<file path="config.mk">
export PLATFORM = sky130hd
export DESIGN_NAME = pft_fault_top
export DESIGN_NICKNAME = d
export VERILOG_FILES = /design/src/verilog/pft_pkg.sv /design/src/verilog/pft_ok_if.sv /design/src/verilog/pft_fault_top.sv /design/src/verilog/pft_ok_codec.sv
export VERILOG_INCLUDE_DIRS = /design/src /design/src/verilog
export SDC_FILE = /design/constraint.sdc
export NUM_CORES = 1
export LEC_CHECK = 0
export BUFFER_PORTS_ARGS = -buffer_cell sky130_fd_sc_hd__buf_2
export CAP_MARGIN = 25
export CORE_UTILIZATION = 40
export DETAILED_ROUTE_END_ITERATION = 7
export SYNTH_ARGS = -nofsm -noshare
export SYNTH_HDL_FRONTEND = slang
export SYNTH_SLANG_ARGS = --single-unit
</file>
<file path="constraint.sdc">
create_clock -name SYS_CLK -period 3.3 [get_ports SYS_CLK]
set_clock_uncertainty 0.2 [all_clocks]
set_input_delay 0.495 -clock SYS_CLK [delete_from_list [all_inputs] [get_ports SYS_CLK]]
set_output_delay 0.495 -clock SYS_CLK [all_outputs]
set_load 0.02 [all_outputs]
</file>
<file path="src/verilog/pft_cfg.svh">
// constants for the point-of-load fault turn-off and propagation block
// Overview of operation
// - turn-off style selectable for OT, UV, OV
// - sequenced style ramps down at falling rate
// - critical style drops both switch drives
// - emergency drops high side, forces low side
// - 8-bit status register, fixed bit layout
// - active fault reads as zero
// - propagated fault pulls OK line low
// - OK low from others: same-style turn-off
// - style coded on OK high-to-low transition
// - OK changes only at SD falling edge
// - signal on OK only if enabled
// - one propagation enable bit per fault
// - propagation bits 7:6 read zero
// - non-latching fault retries every 130 ms
`ifndef PFT_CFG_SVH
`define PFT_CFG_SVH

`define PFT_ADDR_PROP   8'h02
`define PFT_ADDR_STAT   8'h16
`define PFT_ADDR_STYLE  8'h20
`define PFT_ADDR_LATCH  8'h21
`define PFT_ADDR_STATE  8'h22

`define PFT_PROP_RST    8'h3f
`define PFT_PROP_MASK   8'h3f
`define PFT_FAULT_MASK  8'h3e
`define PFT_STYLE_RST   6'h20
`define PFT_LATCH_RST   8'h00
`define PFT_RSVD_READ   1'h1

`define PFT_STY_SEQ     2'h0
`define PFT_STY_CRIT    2'h1
`define PFT_STY_EMRG    2'h2

`define PFT_BIT_TW      7
`define PFT_BIT_PG      6
`define PFT_BIT_TR      5
`define PFT_BIT_OT      4
`define PFT_BIT_OC      3
`define PFT_BIT_UV      2
`define PFT_BIT_OV      1
`define PFT_OT_STY      1:0
`define PFT_UV_STY      3:2
`define PFT_OV_STY      5:4

`define PFT_SYNC_W      9
`define PFT_PIN_SD      8
`define PFT_PIN_OK      0
`define PFT_CNT_W       23
`define PFT_HICCUP_MS   130
`define PFT_CLK_KHZ     50000

`endif

</file>
<file path="src/verilog/pft_pkg.sv">
// types and shared helpers for the fault turn-off block
`include "pft_cfg.svh"
package pft_pkg;

  typedef logic [1:0] pft_style_t;
  typedef enum logic [1:0] {CORE_RUN, CORE_OFF, CORE_RELEASE} pft_core_t;
  typedef enum logic [2:0] {TX_IDLE, TX_START, TX_BIT1, TX_BIT0,
                            TX_HOLD} pft_tx_t;
  typedef enum logic [1:0] {RX_ARM, RX_BIT1, RX_BIT0, RX_DONE} pft_rx_t;

  // harsher of two styles: emergency over critical over sequenced
  function automatic pft_style_t pft_worse(input pft_style_t a,
                                           input pft_style_t b);
    if (a == `PFT_STY_EMRG || b == `PFT_STY_EMRG)
      return `PFT_STY_EMRG;
    if (a == `PFT_STY_CRIT || b == `PFT_STY_CRIT)
      return `PFT_STY_CRIT;
    return `PFT_STY_SEQ;
  endfunction : pft_worse

endpackage : pft_pkg

</file>
<file path="src/verilog/pft_ok_if.sv">
// carrier between the fault core and the OK line codec
`timescale 1ns/1ps
interface pft_ok_if;
  import pft_pkg::*;
  logic       sd_fall;
  logic       sd_rise;
  logic       ok_level;
  logic       tx_req;
  pft_style_t tx_style;
  logic       tx_busy;
  logic       ok_drive;
  logic       rx_valid;
  pft_style_t rx_style;

  modport core  (output sd_fall, sd_rise, ok_level, tx_req, tx_style,
                 input  tx_busy, ok_drive, rx_valid, rx_style);
  modport codec (input  sd_fall, sd_rise, ok_level, tx_req, tx_style,
                 output tx_busy, ok_drive, rx_valid, rx_style);
endinterface : pft_ok_if

</file>
<file path="src/verilog/pft_fault_top.sv">
// fault turn-off, status and OK line propagation of a POL converter
`timescale 1ns/1ps
`include "pft_cfg.svh"
module pft_fault_top
  import pft_pkg::*;
#(
  parameter int unsigned HICCUP_CYCLES = `PFT_HICCUP_MS * `PFT_CLK_KHZ
)
(
  // clock and reset
  input  wire logic       SYS_CLK,
  input  wire logic       RST_N,
  // register port
  input  wire logic [7:0] REG_ADDR,
  input  wire logic [7:0] REG_WDATA,
  input  wire logic       REG_WR,
  input  wire logic       REG_RD,
  output logic      [7:0] REG_RDATA,
  // fault detector levels, high while the condition is present
  input  wire logic       TEMP_WARN,
  input  wire logic       PWR_GOOD_WARN,
  input  wire logic       TRACK_FAULT,
  input  wire logic       OVER_TEMP,
  input  wire logic       OVER_CURR,
  input  wire logic       UNDER_VOLT,
  input  wire logic       OVER_VOLT,
  // manager sync line and shared open-drain OK line
  input  wire logic       SD_LINE,
  input  wire logic       OK_IN,
  output logic            OK_OUT,
  output logic            OK_OE,
  // power stage control
  output logic            OUTPUT_ON,
  output logic            RAMP_DOWN,
  output logic            HS_DRIVE_EN,
  output logic            LS_DRIVE_EN,
  output logic            LS_FORCE_ON
);

  localparam logic [`PFT_CNT_W-1:0] HICCUP_LAST =
    `PFT_CNT_W'(HICCUP_CYCLES - 1);

  // pin synchronisers
  logic [`PFT_SYNC_W-1:0] pin_raw;
  logic [`PFT_SYNC_W-1:0] pin_s1;
  logic [`PFT_SYNC_W-1:0] pin_s2;
  logic [`PFT_SYNC_W-1:0] pin_s3;
  logic [`PFT_SYNC_W-1:0] pin_flt;
  logic [`PFT_SYNC_W-1:0] next_flt;
  logic                   sd_prev;

  // register file
  logic [7:0]             prop_en;
  logic [5:0]             style_cfg;
  logic [7:0]             latch_cfg;
  logic [7:0]             held;
  logic [7:0]             next_held;
  logic [7:0]             rd_mux;

  // core state
  pft_core_t              state;
  pft_core_t              next_state;
  pft_style_t             style;
  pft_style_t             next_style;
  logic                   prop_on;
  logic                   next_prop;
  logic [`PFT_CNT_W-1:0]  cnt;
  logic [`PFT_CNT_W-1:0]  next_cnt;

  // decoded terms
  logic [7:0]             act;
  logic [7:0]             act_f;
  logic [7:0]             clr_wr;
  logic [7:0]             clr_hiccup;
  logic                   wr_prop;
  logic                   wr_stat;
  logic                   wr_style;
  logic                   wr_latch;
  logic                   trip_own;
  logic                   prop_hit;
  logic                   cnt_done;
  logic                   all_clear;
  pft_style_t             own_style;
  pft_style_t             sty_ot;
  pft_style_t             sty_uv;
  pft_style_t             sty_ov;
  logic                   next_on;
  logic                   next_seq;
  logic                   next_emrg;

  pft_ok_if ok ();

  pft_ok_codec u_codec (
    .clk   (SYS_CLK),
    .rst_n (RST_N),
    .ok    (ok.codec)
  );

  // three stages; a level counts once stages two and three agree
  assign pin_raw  = {SD_LINE, TEMP_WARN, PWR_GOOD_WARN, TRACK_FAULT,
                     OVER_TEMP, OVER_CURR, UNDER_VOLT, OVER_VOLT, OK_IN};
  assign next_flt = (pin_s2 & pin_s3) | (pin_flt & (pin_s2 ^ pin_s3));

  always_ff @(posedge SYS_CLK or negedge RST_N) begin
    if (!RST_N) begin
      pin_s1  <= '0;
      pin_s2  <= '0;
      pin_s3  <= '0;
      pin_flt <= '0;
      sd_prev <= 1'b0;
    end else begin
      pin_s1  <= pin_raw;
      pin_s2  <= pin_s1;
      pin_s3  <= pin_s2;
      pin_flt <= next_flt;
      sd_prev <= pin_flt[`PFT_PIN_SD];
    end
  end

  assign ok.sd_fall  = sd_prev & ~pin_flt[`PFT_PIN_SD];
  assign ok.sd_rise  = ~sd_prev & pin_flt[`PFT_PIN_SD];
  assign ok.ok_level = pin_flt[`PFT_PIN_OK];
  assign ok.tx_req   = prop_on;
  assign ok.tx_style = style;

  // detector levels laid out in status bit positions
  assign act   = {pin_flt[7:1], 1'b0};
  assign act_f = act & `PFT_FAULT_MASK;

  // register decode
  assign wr_prop  = REG_WR && REG_ADDR == `PFT_ADDR_PROP;
  assign wr_stat  = REG_WR && REG_ADDR == `PFT_ADDR_STAT;
  assign wr_style = REG_WR && REG_ADDR == `PFT_ADDR_STYLE;
  assign wr_latch = REG_WR && REG_ADDR == `PFT_ADDR_LATCH;

  // per-type style; tracking and over-current are always critical
  assign sty_ot = style_cfg[`PFT_OT_STY];
  assign sty_uv = style_cfg[`PFT_UV_STY];
  assign sty_ov = style_cfg[`PFT_OV_STY];
  assign own_style =
    pft_worse(
      pft_worse(act_f[`PFT_BIT_OT] ? sty_ot : `PFT_STY_SEQ,
                act_f[`PFT_BIT_UV] ? sty_uv : `PFT_STY_SEQ),
      pft_worse(act_f[`PFT_BIT_OV] ? sty_ov : `PFT_STY_SEQ,
                (act_f[`PFT_BIT_TR] | act_f[`PFT_BIT_OC]) ?
                  `PFT_STY_CRIT : `PFT_STY_SEQ));

  assign trip_own = |act_f;
  assign prop_hit = |(act_f & prop_en & `PFT_FAULT_MASK);
  assign cnt_done = cnt == HICCUP_LAST;

  // write-one clears; a detector still active sets it again (set wins)
  assign clr_wr     = wr_stat ? REG_WDATA & `PFT_FAULT_MASK : 8'h00;
  assign clr_hiccup = (state == CORE_OFF && cnt_done) ?
                      ~latch_cfg & ~act_f & `PFT_FAULT_MASK : 8'h00;
  assign next_held  = ((held & ~clr_wr & ~clr_hiccup) | act_f) &
                      `PFT_FAULT_MASK;
  assign all_clear  = ~|next_held && !trip_own;

  always_comb begin
    next_state = state;
    next_style = style;
    next_prop  = prop_on;
    next_cnt   = cnt;
    case (state)
      CORE_RUN: begin
        next_cnt = '0;
        if (trip_own) begin
          next_state = CORE_OFF;
          next_style = own_style;
          next_prop  = prop_hit;
        end else if (ok.rx_valid) begin
          next_state = CORE_OFF;
          next_style = ok.rx_style;
          next_prop  = 1'b0;
        end
      end
      CORE_OFF: begin
        next_cnt = cnt + 1'b1;
        if (trip_own && prop_hit)
          next_prop = 1'b1;
        // retry interval restarts while any cause remains
        if (cnt_done) begin
          next_cnt = '0;
          if (all_clear) begin
            next_state = CORE_RELEASE;
            next_prop  = 1'b0;
          end
        end
      end
      CORE_RELEASE: begin
        // wait for the shared line to float high before restarting
        if (trip_own) begin
          next_state = CORE_OFF;
          next_style = own_style;
          next_prop  = prop_hit;
          next_cnt   = '0;
        end else if (ok.ok_level && !ok.tx_busy) begin
          next_state = CORE_RUN;
        end
      end
      default: begin
        next_state = CORE_RUN;
        next_prop  = 1'b0;
      end
    endcase
  end

  // output drives follow the next state so they move with it
  assign next_on   = next_state == CORE_RUN;
  assign next_seq  = !next_on && next_style == `PFT_STY_SEQ;
  assign next_emrg = !next_on && next_style == `PFT_STY_EMRG;

  always_ff @(posedge SYS_CLK or negedge RST_N) begin
    if (!RST_N) begin
      state       <= CORE_RUN;
      style       <= `PFT_STY_SEQ;
      prop_on     <= 1'b0;
      cnt         <= '0;
      held        <= 8'h00;
      OUTPUT_ON   <= 1'b0;
      RAMP_DOWN   <= 1'b0;
      HS_DRIVE_EN <= 1'b0;
      LS_DRIVE_EN <= 1'b0;
      LS_FORCE_ON <= 1'b0;
    end else begin
      state       <= next_state;
      style       <= next_style;
      prop_on     <= next_prop;
      cnt         <= next_cnt;
      held        <= next_held;
      OUTPUT_ON   <= next_on;
      RAMP_DOWN   <= next_seq;
      HS_DRIVE_EN <= next_on | next_seq;
      LS_DRIVE_EN <= next_on | next_seq | next_emrg;
      LS_FORCE_ON <= next_emrg;
    end
  end

  // software registers
  always_ff @(posedge SYS_CLK or negedge RST_N) begin
    if (!RST_N) begin
      prop_en   <= `PFT_PROP_RST;
      style_cfg <= `PFT_STYLE_RST;
      latch_cfg <= `PFT_LATCH_RST;
    end else begin
      if (wr_prop)
        prop_en <= REG_WDATA & `PFT_PROP_MASK;
      if (wr_style)
        style_cfg <= REG_WDATA[5:0];
      if (wr_latch)
        latch_cfg <= REG_WDATA & `PFT_FAULT_MASK;
    end
  end

  // read mux; unmapped addresses return zero
  always_comb begin
    case (REG_ADDR)
      `PFT_ADDR_PROP:  rd_mux = prop_en & `PFT_PROP_MASK;
      `PFT_ADDR_STAT:  rd_mux = {~act[`PFT_BIT_TW], ~act[`PFT_BIT_PG],
                                 ~held[5:1], `PFT_RSVD_READ};
      `PFT_ADDR_STYLE: rd_mux = {2'h0, style_cfg};
      `PFT_ADDR_LATCH: rd_mux = latch_cfg;
      `PFT_ADDR_STATE: rd_mux = {2'h0, ok.tx_busy, prop_on, style,
                                 state};
      default:         rd_mux = 8'h00;
    endcase
  end

  // the line itself is only ever pulled low; the codec times the enable
  always_ff @(posedge SYS_CLK or negedge RST_N) begin
    if (!RST_N) begin
      REG_RDATA <= 8'h00;
      OK_OUT    <= 1'b0;
      OK_OE     <= 1'b0;
    end else begin
      REG_RDATA <= REG_RD ? rd_mux : 8'h00;
      OK_OUT    <= 1'b0;
      OK_OE     <= ok.ok_drive;
    end
  end

endmodule : pft_fault_top

</file>
<file path="src/verilog/pft_ok_codec.sv">
// OK line encoder and decoder, stepped by the SD sync line
`timescale 1ns/1ps
`include "pft_cfg.svh"
module pft_ok_codec
  import pft_pkg::*;
(
  // clock and reset
  input wire logic clk,
  input wire logic rst_n,
  // core side
  pft_ok_if.codec  ok
);

  pft_tx_t    tx_state, next_tx_state;
  pft_rx_t    rx_state, next_rx_state;
  pft_style_t tx_code;
  pft_style_t rx_code;
  logic       next_drive;
  logic       drive;
  logic       valid;

  // frame: start slot low, then style bits msb first (1 = released),
  // then low for as long as the fault is propagated
  always_comb begin
    next_tx_state = tx_state;
    next_drive    = drive;
    if (ok.sd_fall) begin
      case (tx_state)
        TX_IDLE: if (ok.tx_req) begin
          next_tx_state = TX_START;
          next_drive    = 1'b1;
        end
        TX_START: begin
          next_tx_state = TX_BIT1;
          next_drive    = ~tx_code[1];
        end
        TX_BIT1: begin
          next_tx_state = TX_BIT0;
          next_drive    = ~tx_code[0];
        end
        TX_BIT0: begin
          next_tx_state = TX_HOLD;
          next_drive    = 1'b1;
        end
        TX_HOLD: if (!ok.tx_req) begin
          next_tx_state = TX_IDLE;
          next_drive    = 1'b0;
        end
        default: next_tx_state = TX_IDLE;
      endcase
    end
  end

  // sampled mid-slot on SD rise; own frames are not decoded
  always_comb begin
    next_rx_state = rx_state;
    if (tx_state != TX_IDLE) begin
      next_rx_state = RX_DONE;
    end else if (ok.sd_rise) begin
      case (rx_state)
        RX_ARM:  if (!ok.ok_level) next_rx_state = RX_BIT1;
        RX_BIT1: next_rx_state = RX_BIT0;
        RX_BIT0: next_rx_state = RX_DONE;
        RX_DONE: if (ok.ok_level) next_rx_state = RX_ARM;
        default: next_rx_state = RX_DONE;
      endcase
    end
  end

  always_ff @(posedge clk or negedge rst_n) begin
    if (!rst_n) begin
      tx_state <= TX_IDLE;
      rx_state <= RX_DONE;
      drive    <= 1'b0;
      tx_code  <= `PFT_STY_SEQ;
      rx_code  <= `PFT_STY_SEQ;
      valid    <= 1'b0;
    end else begin
      tx_state <= next_tx_state;
      rx_state <= next_rx_state;
      drive    <= next_drive;
      if (tx_state == TX_IDLE)
        tx_code <= ok.tx_style;
      if (ok.sd_rise && rx_state == RX_BIT1)
        rx_code[1] <= ok.ok_level;
      if (ok.sd_rise && rx_state == RX_BIT0)
        rx_code[0] <= ok.ok_level;
      valid <= ok.sd_rise && rx_state == RX_BIT0 && tx_state == TX_IDLE;
    end
  end

  assign ok.tx_busy  = tx_state != TX_IDLE;
  assign ok.ok_drive = drive;
  assign ok.rx_valid = valid;
  assign ok.rx_style = rx_code;

endmodule : pft_ok_codec

</file>
Word level (Yosys, flattened, before mapping)
Cells that the tools add are included.
{"block": "classes", "mux": 61, "eq_ne": 34, "n_reduce_logical": 40, "add_sub_neg": 1, "n_bitwise": 25}
{"op": "$pmux 23 s3", "count": 1}
{"op": "$mux 2", "count": 28}
{"op": "$mux 23", "count": 2}
{"op": "$pmux 8 s5", "count": 1}
{"op": "$and 6x6->6", "count": 4}
{"op": "$eq 8x6->1 const B", "count": 3}
{"op": "$not 6->6", "count": 4}
{"op": "$add 23x1->23 const B", "count": 1}
{"op": "$eq 23x23->1 const B", "count": 1}
{"op": "$and 9x9->9", "count": 2}
{"op": "$eq 2x2->1 const B", "count": 9}
{"op": "$mux 1", "count": 18}
{"op": "$pmux 3 s5", "count": 1}
{"op": "$reduce_or 5->1", "count": 3}
{"op": "$eq 2x1->1 const B", "count": 7}
{"op": "$logic_and 1x1->1", "count": 13}
{"op": "$mux 6", "count": 2}
{"op": "$or 9x9->9", "count": 1}
{"op": "$xor 9x9->9", "count": 1}
{"op": "$eq 8x2->1 const B", "count": 1}
{"op": "$eq 8x5->1 const B", "count": 1}
{"op": "$logic_not 2->1", "count": 4}
{"op": "$mux 8", "count": 1}
{"op": "$pmux 2 s4", "count": 1}
{"op": "27 further kinds", "count": 51}
{"block": "word_totals", "wordCells": 188, "in_bits": 29, "register_bits": 112}

Longest topological paths before layout
{"block": "logic_depth", "word_depth": 20, "ltp_mapped": 7, "ltp_nobuf": 6}

By module
A second synthesis with hierarchy kept.
{"block": "unflattened", "hier_cells": 458, "hier_area_um2": 5041.1}
{"module": "pft_fault_top", "cells_per_inst": 403, "instances": 1, "area_each_um2": 4439.3, "seq_area_each_um2": 2536.2}
{"module": "pft_ok_codec", "cells_per_inst": 55, "instances": 1, "area_each_um2": 601.8, "seq_area_each_um2": 277.8}

Worst setup path after synthesis
OpenSTA, ideal clock, no wires.
{"block": "synth_timing", "path_type": "input-to-reg", "startpoint": "input REG_ADDR[3]", "endpoint": "register prop_on (netlist: ok.tx_req)", "arrival_ns": 2.086, "slack_ns": 0.877, "setup_time_ns": 0.136, "t_required_ns": 2.964, "stages": 6, "cell_sequence": "or3_1 -> clkbuf_1 -> o41ai_1 -> o221ai_1 -> nor4_2 -> a21oi_1"}
{"block": "synth_between", "elab_chain_len": 13}
{"item": "start, declared", "line": "pft_fault_top.sv:14", "rtl": "input wire logic [7:0] REG_ADDR,"}
{"item": "$eq 8x5->1"}
{"item": "$logic_and 1x1->1 (no source line)"}
{"item": "$mux 6", "line": "pft_fault_top.sv:153", "rtl": "assign clr_wr = wr_stat ? REG_WDATA & `PFT_FAULT_MASK : 8'h00;"}
{"item": "$not 6->6", "line": "pft_fault_top.sv:156", "rtl": "assign next_held = ((held & ~clr_wr & ~clr_hiccup) | act_f) &"}
{"item": "$and 6x6->6 (2 in series)", "line": "pft_fault_top.sv:156"}
{"item": "$or 6x6->6", "line": "pft_fault_top.sv:156"}
{"item": "$reduce_or 5->1", "line": "pft_fault_top.sv:158", "rtl": "assign all_clear = ~|next_held && !trip_own;"}
{"item": "$logic_not 1->1", "line": "pft_fault_top.sv:158"}
{"item": "$logic_and 1x1->1", "line": "pft_fault_top.sv:158"}
{"item": "$mux 1", "line": "pft_fault_top.sv:185", "rtl": "if (all_clear) begin"}
{"item": "$mux 1", "line": "pft_fault_top.sv:183", "rtl": "if (cnt_done) begin"}
{"item": "$pmux 1 s3", "line": "pft_fault_top.sv:165", "rtl": "case (state)"}
{"item": "end signal, assigned", "line": "pft_fault_top.sv:229", "rtl": "prop_on <= next_prop;"}
{"item": "end, declared", "line": "pft_fault_top.sv:65", "rtl": "logic prop_on;"}
Every way passes these cells.
A chain may end at the register's enable or synchronous reset.

Final worst setup path
{"block": "layout_timing", "startpoint": "register cnt[12]", "endpoint": "register prop_on (netlist: ok.tx_req)"}
{"block": "layout_between", "elab_chain_len": 12}
{"item": "start, declared", "line": "pft_fault_top.sv:67", "rtl": "logic [`PFT_CNT_W-1:0] cnt;"}
{"item": "start signal, assigned", "line": "pft_fault_top.sv:230", "rtl": "cnt <= next_cnt;"}
{"item": "$eq 23x23->1 (*)", "line": "pft_fault_top.sv:150", "rtl": "assign cnt_done = cnt == HICCUP_LAST;"}
{"item": "$logic_and 1x1->1", "line": "pft_fault_top.sv:154", "rtl": "assign clr_hiccup = (state == CORE_OFF && cnt_done) ?"}
{"item": "$mux 6", "line": "pft_fault_top.sv:154"}
{"item": "$not 6->6", "line": "pft_fault_top.sv:156"}
{"item": "$and 6x6->6", "line": "pft_fault_top.sv:156"}
{"item": "$or 6x6->6", "line": "pft_fault_top.sv:156"}
{"item": "$reduce_or 5->1", "line": "pft_fault_top.sv:158"}
{"item": "$logic_not 1->1", "line": "pft_fault_top.sv:158"}
{"item": "$logic_and 1x1->1", "line": "pft_fault_top.sv:158"}
{"item": "$mux 1", "line": "pft_fault_top.sv:185"}
{"item": "$mux 1 (*)", "line": "pft_fault_top.sv:183"}
{"item": "$pmux 1 s3 (*)", "line": "pft_fault_top.sv:165"}
Mark *: on every way between the ends. The rest lies on a longest branch, timed or not.

==> flow_results.org <==
** Routing
- Once detail routing completed, the nets flagged for antenna violations numbered 0.
- Initial DRT Pass Iterations :: 5
- After detailed routing, the number of vias per cell comes to 5.397.
- After detailed routing, the met2 layer carries 4741 um of wire.
- After detailed routing, the wire length on met1 is 4886 um.
- Total vias in the final route :: 3627
- Summed over all nets, wire length on met3 after detailed routing comes to 681 um.
- Total DRC errors in the routed layout :: 0
- For this block, the routed nets add up to 10510 um of wire.
- Highest metal layer with signal wires :: met4
- After detailed routing, the average wire length per cell comes to 15.64 um.
- In this run, the number of DRC markers left after iteration 0 of detailed routing was 264.

** Worst setup path
- Buffers plus inverters on the worst setup path :: 1
- The largest individual stage delay along the critical path comes from the cell sky130_fd_sc_hd__or4b_4.
- STA puts the critical path data arrival time at 2.57 ns.
- For this run, the slowest stage of the critical path takes 0.54 ns.
- The startpoint identified for the worst register-to-register timing path is cnt[12].
- Endpoint class of the critical path :: flop
- The number of cells on the worst reg-to-reg path is 6.
- In this run the critical register-to-register path is captured at ok.tx_req.
- Worst Setup Path Type :: flop to flop
- The signal on the critical path passes through or4b_4, nor4_4, buf_4, a21oi_2, nor4_2, a21oi_1.
- Along the worst path, the maximum fanout reaches 9.
- STA classifies the critical path startpoint as a flop.
- In this run the register-to-register setup slack is 0.75 ns.
- STA puts the critical path data required time at 3.33 ns.
- In this design, the largest share of critical-path delay is due to simple AND/OR/NAND/NOR gates.

** Clock tree
- Buffers added to address setup during post-CTS repair amount to 0.
- CTS buffer count :: 9
- CTS saw 112 sinks.
- The clock passes through at most 2 buffers.
- In this run, post-CTS repair resized a total of 0 instances.
- Root buffer cell :: sky130_fd_sc_hd__clkbuf_16
- Clock Latency Late Sink :: 0.35 ns
- The clock tree synthesis step divided the H-tree into 3 levels.
- Clock-pin slew was measured on the worst setup and hold paths at 0.07 ns.
- Clock tree from TritonCTS :: done

** Placed design
- Summing all placed instances gives a cell area of 0.005441 mm^2.
- Detailed-placement wirelength estimate :: 7546 um
- Global placement routability congestion :: 0.8818
- DP Worst Slack :: 0.5329 ns
- Port buffering added 40 buffers.

** Global routing
- For this run the aggregate overflow at the end of global routing stands at 0.
- Entering global routing, the biggest net connects 61 pins.
- The via count of the first global-routing pass came to 3622.
- The first global-routing pass estimated 18130 um of wire.
- Combined global-route utilization of all metal layers :: 0.1819
- The initial antenna violation count came to 0.

** Final layout
- After routing the design area is 0.005739 mm^2.
- Leading cell types in the layout, fill and taps excluded :: sky130_fd_sc_hd__dfrtp_1, sky130_fd_sc_hd__nand2_1, sky130_fd_sc_hd__buf_2, sky130_fd_sc_hd__nor2_1, sky130_fd_sc_hd__a21oi_1
- Compared with the post-synthesis result, the final layout area differs by 14.08%.
- Most frequent standard cell in the layout excluding fill and tap cells :: sky130_fd_sc_hd__dfrtp_1
- Count of nets after finishing :: 543
- The number of antenna diodes in the final layout is 0.
- Share of the core filled with cells in the final layout :: 0.4739
- Number of fillers in the final layout :: 1143
- Fraction of layout instances using a drive strength above 1 :: 0.2004

** Hold path
- The startpoint identified for the worst hold timing path is UNDER_VOLT.
- The path with the worst hold slack has its endpoint at pin_s1[2].
- Counting instances, the worst hold path has a depth of 1.
- The path class of the tightest hold or removal check is input pin to flop.

** Floorplan
- Vert. Die Dim :: 114.2 um
- Die outline area :: 0.01303 mm^2
- I/O pin cnt :: 44
- In this run the core area contains 40 standard-cell rows.
- The initial utilization of the core area, before any placement, comes to 0.4154.
- Die outline width :: 114.2 um
- Area of the placeable core :: 0.01211 mm^2

** Synth
- For this run, the register share of the synthesized area comes to 0.5593.
- Synthesized area divided by synthesized cell count :: 11.06 um^2
- Syn Nets :: 499
- Of the post-synthesis cell area, the dominant cell type holds 0.5123.
- The cell count after synthesis came out at 455.
- Yosys warns :: 0
- The synthesized design spends more area on one cell type than any other, namely sky130_fd_sc_hd__dfrtp_1.
- Synthesis inferred 112 register bits.
- For this run, asynchronously set or reset flops after synthesis account for 1.000.
- Number of flops mapped to enable cells by yosys :: 0
- Cell types occupying the most area after synthesis :: sky130_fd_sc_hd__dfrtp_1, sky130_fd_sc_hd__dfstp_2, sky130_fd_sc_hd__mux2_2
- Syn Std Cell Area :: 0.005031 mm^2
- Yosys cell types :: 59
- For this run, the leading register cell type out of synthesis is sky130_fd_sc_hd__dfrtp_1.

** Job
- Maxcap violations :: 0

** Power
- Across the VDD grid, the largest voltage drop is 0.2505 mV.
- The analysis attributes to cell leakage a power of 0.002590 uW.
- Ratio of total power to cell area :: 502.3 mW/mm^2
- Power Total :: 2883 uW

** STA
- For the final routed database, the setup TNS stands at 0 ns.
- Timing would allow up to 392.4 MHz.
- After layout, the worst setup slack is 0.7515 ns.
- Final count of pins violating max slew :: 0
- Post-route minimum period :: 2.549 ns
- RSZ-0062 raised after global routing :: no
- Transition at the pin with the smallest max-transition slack :: 0.7083 ns
- In this run the tightest slew margin relative to its limit is 0.5278.
- The number of hold violations in the final report came to 0.
- Share of the cycle needed by the critical path after routing :: 0.7723
- Setup violations, final :: 0

** Run status
- The run finished with clean final reports.
-- registers in the layout (all words and copies together), names as in the netlist, 2 cells and up --
name                 flops
held                     5
cnt                     23
u_codec.ok.rx_style      2
pin_s3                   9
style_cfg                6
pin_s1                   9
ok.tx_style              2
latch_cfg                5
pin_flt                  9
u_codec.rx_state         2
pin_s2                   9
REG_RDATA                8
prop_en                  6
state                    2
u_codec.tx_state         3
u_codec.tx_code          2
-- through the flow --
step           hold slack (ns)  std cells
3_5_place_dp            0.1364        655
5_1_grt                0.02175        672
6_report               0.04321        672
2_1_floorplan       -0.0005910        455
4_1_cts                0.02897        672
3_3_place_gp            0.1312        655
-- synthesized netlist by cell type (3+ instances only) --
library cell	count
sky130_fd_sc_hd__nor2b_1	4
sky130_fd_sc_hd__a22oi_1	7
sky130_fd_sc_hd__nand4_1	12
sky130_fd_sc_hd__nand2b_1	4
sky130_fd_sc_hd__o211ai_1	3
sky130_fd_sc_hd__nor3_1	8
sky130_fd_sc_hd__a221oi_1	6
sky130_fd_sc_hd__o21bai_1	4
sky130_fd_sc_hd__dfrtp_1	103
sky130_fd_sc_hd__a21o_1	12
sky130_fd_sc_hd__o21ai_0	23
sky130_fd_sc_hd__and3_1	5
sky130_fd_sc_hd__inv_1	14
sky130_fd_sc_hd__nand2_1	47
sky130_fd_sc_hd__a31oi_1	7
sky130_fd_sc_hd__a211oi_1	4
sky130_fd_sc_hd__or3_1	5
sky130_fd_sc_hd__o41ai_1	7
sky130_fd_sc_hd__ha_1	15
sky130_fd_sc_hd__a21oi_1	24
sky130_fd_sc_hd__nand3b_1	6
sky130_fd_sc_hd__mux2_2	20
sky130_fd_sc_hd__dfstp_2	9
sky130_fd_sc_hd__nor4_1	6
sky130_fd_sc_hd__and2_1	5
sky130_fd_sc_hd__clkbuf_1	12
sky130_fd_sc_hd__mux2i_1	9
sky130_fd_sc_hd__nand3_1	9
sky130_fd_sc_hd__nor2_1	27
sky130_fd_sc_hd__buf_2	3
-- repair_timing --
action / 4_1_cts / 5_1_grt
hold buffers: 1 / 0
setup endpoints to repair: 0 / 0
hold endpoints to repair: 36 / 0
-- area by class of cell --
| class | count | area, um^2 | area share |
|---|---|---|---|
| Sequential cell | 112 | 2814 | 0.4903 |
| Multi-Input combinational cell | 311 | 2074 | 0.3615 |
| Timing Repair Buffer | 51 | 300.3 | 0.05232 |
| Clock buffer | 10 | 229.0 | 0.03990 |
| Tap cell | 168 | 210.2 | 0.03663 |
| Clock inverter | 6 | 58.81 | 0.01025 |
| Inverter | 14 | 52.55 | 0.009156 |
-- routing by layer --
| metal | track usage | up-vias |
|---|---|---|
| li1 | - | 1750 |
| met1 | 0.2446 | 1761 |
| met2 | 0.2784 | 99 |
| met3 | 0.05770 | 17 |
| met4 | 0.06147 | 0 |
| met5 | 0 | - |
-- worst register-to-register path, delay by kind of cell, from the launching register on --
kind            cells  cell delay (ns)
simple gates        3             1.35
flops               1             0.47
buf+inv             1             0.22
compound gates      2             0.18
-- cells by family after synthesis --
| group | after synthesis | share of synthesized area |
|---|---|---|
| flip-flops | 112 | 0.5593 |
| AO/OA/AOI/OAI | 116 | 0.1552 |
| AND/OR/NAND/NOR | 149 | 0.1547 |
| XOR/XNOR | 1 | 0.001741 |
| multiplexers | 29 | 0.06267 |
| buffers and inverters | 32 | 0.02835 |
| other | 1 | 0.0007454 |
| adder cells (fa/ha/maj) | 15 | 0.03730 |
-- where the power goes --
| part | leakage [uW] | internal, uW | total, uW | switching [uW] |
|---|---|---|---|---|
| Clock | 0.000146 | 586 | 1060 | 478 |
| Sequential | 0.00137 | 1460 | 1550 | 91.1 |
| Combinational | 0.00108 | 114 | 266 | 152 |
-- how the worst max path moves through the flow --
stage	from	to	slack [ns]	cells after the start
after detailed placement	REG_ADDR[0]	ok.tx_req	0.53	6
final	cnt[12]	ok.tx_req	0.75	6
after global placement	REG_ADDR[0]	ok.tx_req	0.57	6
after CTS	cnt[12]	ok.tx_req	0.75	6
after floorplan	REG_ADDR[3]	ok.tx_req	0.88	6
after global routing	cnt[12]	ok.tx_req	0.59	6
Note: power is estimated with default switching activity, not from simulation.
